### src/pkg/ros_defines.vh
// constants for the relay output selector
`ifndef ROS_DEFINES_VH
`define ROS_DEFINES_VH

// ************************************************************
// function select codes
// ************************************************************
`define ROS_SEL_W          4
`define ROS_SEL_RUNNING    4'h0
`define ROS_SEL_HEALTHY    4'h1
`define ROS_SEL_AT_SPEED   4'h2
`define ROS_SEL_TRIPPED    4'h3
`define ROS_SEL_FREQ_GE    4'h4
`define ROS_SEL_CURR_GE    4'h5
`define ROS_SEL_FREQ_LT    4'h6
`define ROS_SEL_CURR_LT    4'h7
`define ROS_SEL_AIN2_GT    4'h8
`define ROS_SEL_READY      4'h9
`define ROS_SEL_MAX        4'h9
`define ROS_SEL_RESET      4'h1

// ************************************************************
// threshold level, tenths of a percent
// ************************************************************
`define ROS_THR_W          11
`define ROS_THR_MAX        11'h7d0
`define ROS_THR_RESET      11'h3e8

`endif

### src/design/ros_relay_select.v
// relay output function selector for a motor drive
// Behaviour
// select setting 0..9, default 1
// 0 asserts while output stage running
// 1 asserts while powered and healthy and not tripped
// 2 asserts while output freq equals setpoint
// 3 asserts while drive tripped
// 4 asserts when freq at/above threshold
// 5 asserts when current at/above threshold
// 6 asserts when freq below threshold
// 7 asserts when current below threshold
// 8 asserts when analog input 2 exceeds threshold
// 9 asserts when ready and no trip
// threshold 0.0..200.0 percent, default 100.0
// evaluated each cycle, registered, reset deasserts
`timescale 1ns/1ps
`default_nettype none
`include "ros_defines.vh"

module ros_relay_select #(
  parameter W = `ROS_THR_W
) (
  input  wire                  sys_clk,
  input  wire                  sys_rst,
  input  wire                  cfg_we,
  input  wire [`ROS_SEL_W-1:0] cfg_sel,
  input  wire [`ROS_THR_W-1:0] cfg_thr,
  input  wire                  st_running,
  input  wire                  st_healthy,
  input  wire                  st_tripped,
  input  wire                  st_ready,
  input  wire [W-1:0]          out_freq,
  input  wire [W-1:0]          set_freq,
  input  wire [W-1:0]          motor_curr,
  input  wire [W-1:0]          ain2_level,
  output reg                   relay_ff,
  output reg  [`ROS_SEL_W-1:0] sel_ff,
  output reg  [`ROS_THR_W-1:0] thr_ff
);

  // ************************************************************
  // settings
  // ************************************************************
  reg  [`ROS_SEL_W-1:0] nxt_sel;
  reg  [`ROS_THR_W-1:0] nxt_thr;
  reg                   nxt_relay;
  wire [W-1:0]          thr_w;
  wire                  f_ge;
  wire                  f_lt;
  wire                  c_ge;
  wire                  c_lt;
  wire                  a_gt;

  // out-of-range writes keep the old value rather than clamping
  always @* begin
    nxt_sel = sel_ff;
    nxt_thr = thr_ff;
    if (cfg_we) begin
      if (cfg_sel <= `ROS_SEL_MAX) begin
        nxt_sel = cfg_sel;
      end
      if (cfg_thr <= `ROS_THR_MAX) begin
        nxt_thr = cfg_thr;
      end
    end
  end

  // ************************************************************
  // comparators
  // ************************************************************
  assign thr_w = thr_ff[W-1:0];

  ros_compare #(.W(W)) u_freq (
    .meas (out_freq),
    .thr  (thr_w),
    .ge   (f_ge),
    .gt   (),
    .lt   (f_lt)
  );

  ros_compare #(.W(W)) u_curr (
    .meas (motor_curr),
    .thr  (thr_w),
    .ge   (c_ge),
    .gt   (),
    .lt   (c_lt)
  );

  ros_compare #(.W(W)) u_ain2 (
    .meas (ain2_level),
    .thr  (thr_w),
    .ge   (),
    .gt   (a_gt),
    .lt   ()
  );

  // ************************************************************
  // source select
  // ************************************************************
  // threshold only matters for codes 4..8
  always @* begin
    case (sel_ff)
      `ROS_SEL_RUNNING:  nxt_relay = st_running;
      `ROS_SEL_HEALTHY:  nxt_relay = st_healthy & ~st_tripped;
      `ROS_SEL_AT_SPEED: nxt_relay = (out_freq == set_freq);
      `ROS_SEL_TRIPPED:  nxt_relay = st_tripped;
      `ROS_SEL_FREQ_GE:  nxt_relay = f_ge;
      `ROS_SEL_CURR_GE:  nxt_relay = c_ge;
      `ROS_SEL_FREQ_LT:  nxt_relay = f_lt;
      `ROS_SEL_CURR_LT:  nxt_relay = c_lt;
      `ROS_SEL_AIN2_GT:  nxt_relay = a_gt;
      `ROS_SEL_READY:    nxt_relay = st_ready & ~st_tripped;
      default:           nxt_relay = 1'b0;
    endcase
  end

  // ************************************************************
  // registers
  // ************************************************************
  // status inputs come from same-clock logic, no synchroniser
  always @(posedge sys_clk) begin
    if (sys_rst) begin
      relay_ff <= 1'b0;
      sel_ff   <= `ROS_SEL_RESET;
      thr_ff   <= `ROS_THR_RESET;
    end else begin
      relay_ff <= nxt_relay;
      sel_ff   <= nxt_sel;
      thr_ff   <= nxt_thr;
    end
  end

endmodule // ros_relay_select

`default_nettype wire

### src/design/ros_compare.v
// magnitude compare of a percent measurement against the threshold
`timescale 1ns/1ps
`default_nettype none

module ros_compare #(
  parameter W = 11
) (
  input  wire [W-1:0] meas,
  input  wire [W-1:0] thr,
  output wire         ge,
  output wire         gt,
  output wire         lt
);

  // ************************************************************
  // comparisons
  // ************************************************************
  // one comparator per quantity; freq and current ones each serve two selections, ain2 one
  assign ge = (meas >= thr);
  assign gt = (meas > thr);
  assign lt = (meas < thr);

endmodule // ros_compare

`default_nettype wire

### config.mk
export PLATFORM = sky130hd
export DESIGN_NAME = ros_relay_select
export DESIGN_NICKNAME = d
export VERILOG_FILES = /design/src/design/ros_relay_select.v /design/src/design/ros_compare.v
export VERILOG_INCLUDE_DIRS = /design/src /design/src/pkg
export SDC_FILE = /design/constraint.sdc
export NUM_CORES = 1
export LEC_CHECK = 0
export BUFFER_PORTS_ARGS = -buffer_cell sky130_fd_sc_hd__buf_4
export CAP_MARGIN = 10
export CORE_ASPECT_RATIO = 1.4
export CORE_MARGIN = 4
export CORE_UTILIZATION = 35
export CTS_BUF_LIST = sky130_fd_sc_hd__clkbuf_4 sky130_fd_sc_hd__clkbuf_8
export CTS_CLUSTER_DIAMETER = 40
export DETAILED_ROUTE_END_ITERATION = 12
export SYNTH_ARGS = -nofsm -noshare
export SYNTH_HDL_FRONTEND = slang
export SYNTH_SLANG_ARGS = --single-unit
### constraint.sdc
create_clock -name sys_clk -period 3 [get_ports sys_clk]
set_input_delay 0.75 -clock sys_clk [delete_from_list [all_inputs] [get_ports sys_clk]]
set_output_delay 0.75 -clock sys_clk [all_outputs]
set_load 0.03 [all_outputs]
==> metrics.md <==
| Metric | Value |
|---|---|
| Status | `complete, no violations` |
| Worst slew pin tran | `0.752 ns` |
| Placed cell area | `2310 um2` |
| Final std cells w/o fill | `341` |
| Worst setup startpoint | `motor_curr[4]` |
| Final Net Count | `379` |
| HPWL after detailed placement | `4.19 mm` |
| CP max stage cell | `a2111oi_4` |
| Multiplexer share of the synthesized area | `between 3 and 4%` |
| GR Util All Layers | `16.1%` |
| GPL Wtd Cong | `~0.85` |
| DP Cell Count | `337` |
| CTS tree | `done` |
| CTS sink count | `16` |
| Synthesis-stage register bit count | `16` |
| Hold_buf cts | `0` |
| Via density | `4.99` |
| Share of the synthesized area in the top cell type | `25.2%` |
| Req. time, crit path | `3.12 ns` |
| Routed via count | `1702` |
| Crit path max-delay family | `compound AO/OA/AOI/OAI gates` |
| Initial antenna violation count | `0` |
| Detail Route Antenna Nets | `0` |
| Tmin final | `2.28 ns` |
| CTS root buf | `clkbuf_8` |
| Routed length per instance | `13.9 um` |
| LEAKAGE | `between 1 and 1.5 nW` |
| Largest net degree at the start of global routing | `18` |
| Power Dens Cells | `309 nW/um2` |
| Die ar. | `5870 um2` |
| H-Tree Level Count | `1` |
| Post-Route WL | `4.73 mm` |
| Ant. Diodes | `0` |
| DRC viols | `0` |
| TritonRoute pass-1 iters | `4` |
| GR peak layer | `met2` |
| Fillers | `~480` |
| Total gr overflow | `0` |
| Maximum vdd drop | `just under 0.2 mV` |
| Final hold viol count | `0` |
| Design area | `roughly 2400 um2` |
| Highest Clock Rate | `438 MHz` |
| Unique cell type count in the Yosys netlist | `36` |
| Synth area leaders | `ha_1, dfxtp_1, inv_1` |
| Setup Slack @ Placement | `approximately 0.46 ns` |
| Hold_sp | `thr_ff[5]` |
| Critical Setup Path Class | `in2reg` |
| CTS clk-pin slew, worst paths | `0.06 ns` |
| Cell count after synthesis | `slightly below 200` |
| Ratio of final minimum period to clock period | `76.1%` |
| Max Slew Vio Count | `0` |
| Die height | `89.0 um` |
| Clock Tree Buf Depth | `2` |
| Slew headroom | `49.8%` |
| PostCTS Resize Cnt | `0` |
| Initial Util | `36.2%` |
| CP Capture Type | `flip-flop` |
| XOR/XNOR share of the synthesized area | `around 6%` |
| Seq/Total Area, Yosys | `between 10% and 20%` |
| TritonCTS Buffers | `3` |
| Mapped cell area | `1640 um2` |
| RSZ-0062 raised after global routing | `false` |
| Main combinational cell family by area after synthesis | `adder cells` |
| Synth Area in Adders | `25.2%` |
| Post-synthesis compound-gate area fraction | `21.2%` |
| Worst Path Max Fanout | `2` |
| Vias in the first global route | `between 1500 and 2000` |
| Most common cell after layout, fill and taps aside | `buf_4` |
| Worst setup margin | `0.717 ns` |
| Crit path DAT | `about 2.4 ns` |
| Die X | `approximately 66 um` |
| Crit-path max cell delay | `0.38 ns` |
| Met3 capacity usage during global routing | `1.76%` |
| Avg Cell Area, Syn | `about 8.3 um2` |
| First-pass GRT wire length | `~7.3 mm` |
| Maxcap violations | `0` |
| Met1 Resource Use GR | `between 10% and 20%` |
| Grt met2 use | `a little under a third` |
| Hold Crit Class | `reg2reg` |
| Total Power | `between 700 and 800 uW` |
| # setup viols final | `0` |
| Reg2reg start | `thr_ff[4]` |
| DR iter-0 viols | `52` |
| Hold Slack | `0.493 ns` |
| I/O Buffers | `between 80 and 90` |
| Area Overhead vs Synth | `44.0%` |
| Total negative slack | `0 ns` |
| Post-CTS setup buffer count | `0` |
| Final core occ | `52.1%` |
| Synth Warn # | `0` |
| Syn nets | `296` |
| Clk_skew | `around 0.0047 ns` |
| Ratio of cells with drive above 1 in the final layout | `32.3%` |
| Core area | `roughly 4500 um2` |
| Clk_lat worst skew | `0.25 ns` |
| Row count | `29` |
| Most frequent cells in the layout | `buf_4, ha_1, inv_1, nor2_1, dfxtp_1` |
| Post-synthesis simple-gate area fraction | `between 10% and 20%` |
| CP bufs+invs | `1` |
| IO Pins | `a little over 80` |
| Crit path launch type | `input port` |
| Top cell type by total area after synthesis | `ha_1` |
| Cell Chain, Critical Path | `buf_4 > ha_1 > a21o_1 > a221o_1 > a2111oi_4 > mux2i_1 > o32ai_2` |
final timing paths:
| kind | endpoint | slack [ns] | depth (start not counted) |
|---|---|---|---|
| setup / recovery | relay_ff | 0.72 | 7 |
| hold / removal | thr_ff[5] | 0.49 | 1 |
| setup reg to reg | relay_ff | 0.85 | 7 |
| hold reg to reg | thr_ff[5] | 0.49 | 1 |
cell type report:
class                           instances  area, um2  area share [%]
Multi-Input combinational cell        159       1230            52.1
Timing Repair Buffer                   81        608            25.7
Sequential cell                        16        320            13.6
Tap cell                               62       77.6            3.28
Inverter                               19       71.3            3.02
Clock buffer                            4       55.1            2.33
state kept, by name (all words and copies together) (netlist names):
| name | flops |
|---|---|
| thr_ff | 11 |
| sel_ff | 4 |
| relay_ff | 1 |
power by group:
group | leakage [nW] | switching [mW] | internal, mW
clock network | 0.0288 | 0.0726 | 0.116
logic | 1.03 | 0.148 | 0.150
registers | 0.132 | 0.0151 | 0.227
cells by family after synthesis:
kind of cell | count (synthesis)
simple gates | 62
compound gates | 47
buf+inv | 22
xor+xnor | 11
fa+ha+maj | 33
mux | 6
flops | 16
worst register-to-register path, delay by kind of cell (launching register included):
kind	cells	cell delay [ns]
flops	1	0.36
mux	1	0.26
buf+inv	1	0.10
fa+ha+maj	1	0.30
compound gates	4	0.98
metal layers:
layer	up-vias	part of all wire, %
met5	-	0
met4	0	1.2
met3	5	4.5
met2	40	55
met1	769	39
li1	888	-
cell usage after synthesis:
library cell and number:
a2111oi_4 1, a211o_1 6, a211oi_1 6, a21boi_0 2, a21o_1 2, a21oi_1 12, a21oi_2 1, a221o_1 1
a2bb2o_1 1, a311o_1 2, and2_1 1, and3_1 1, and4_1 1, buf_6 1, clkbuf_1 2, dfxtp_1 16
ha_1 33, inv_1 19, mux2i_1 6, nand2_1 11, nand2b_1 4, nand3_1 3, nand3b_1 2, nand4_1 8
nor2_1 19, nor2b_1 2, nor3_1 7, nor4_1 1, nor4bb_1 1, o21ai_0 10, o21ai_2 1, o32ai_1 1
o32ai_2 1, or4_4 1, xnor2_1 6, xor2_1 5
No activity file was read; power rests on OpenSTA's default activity.
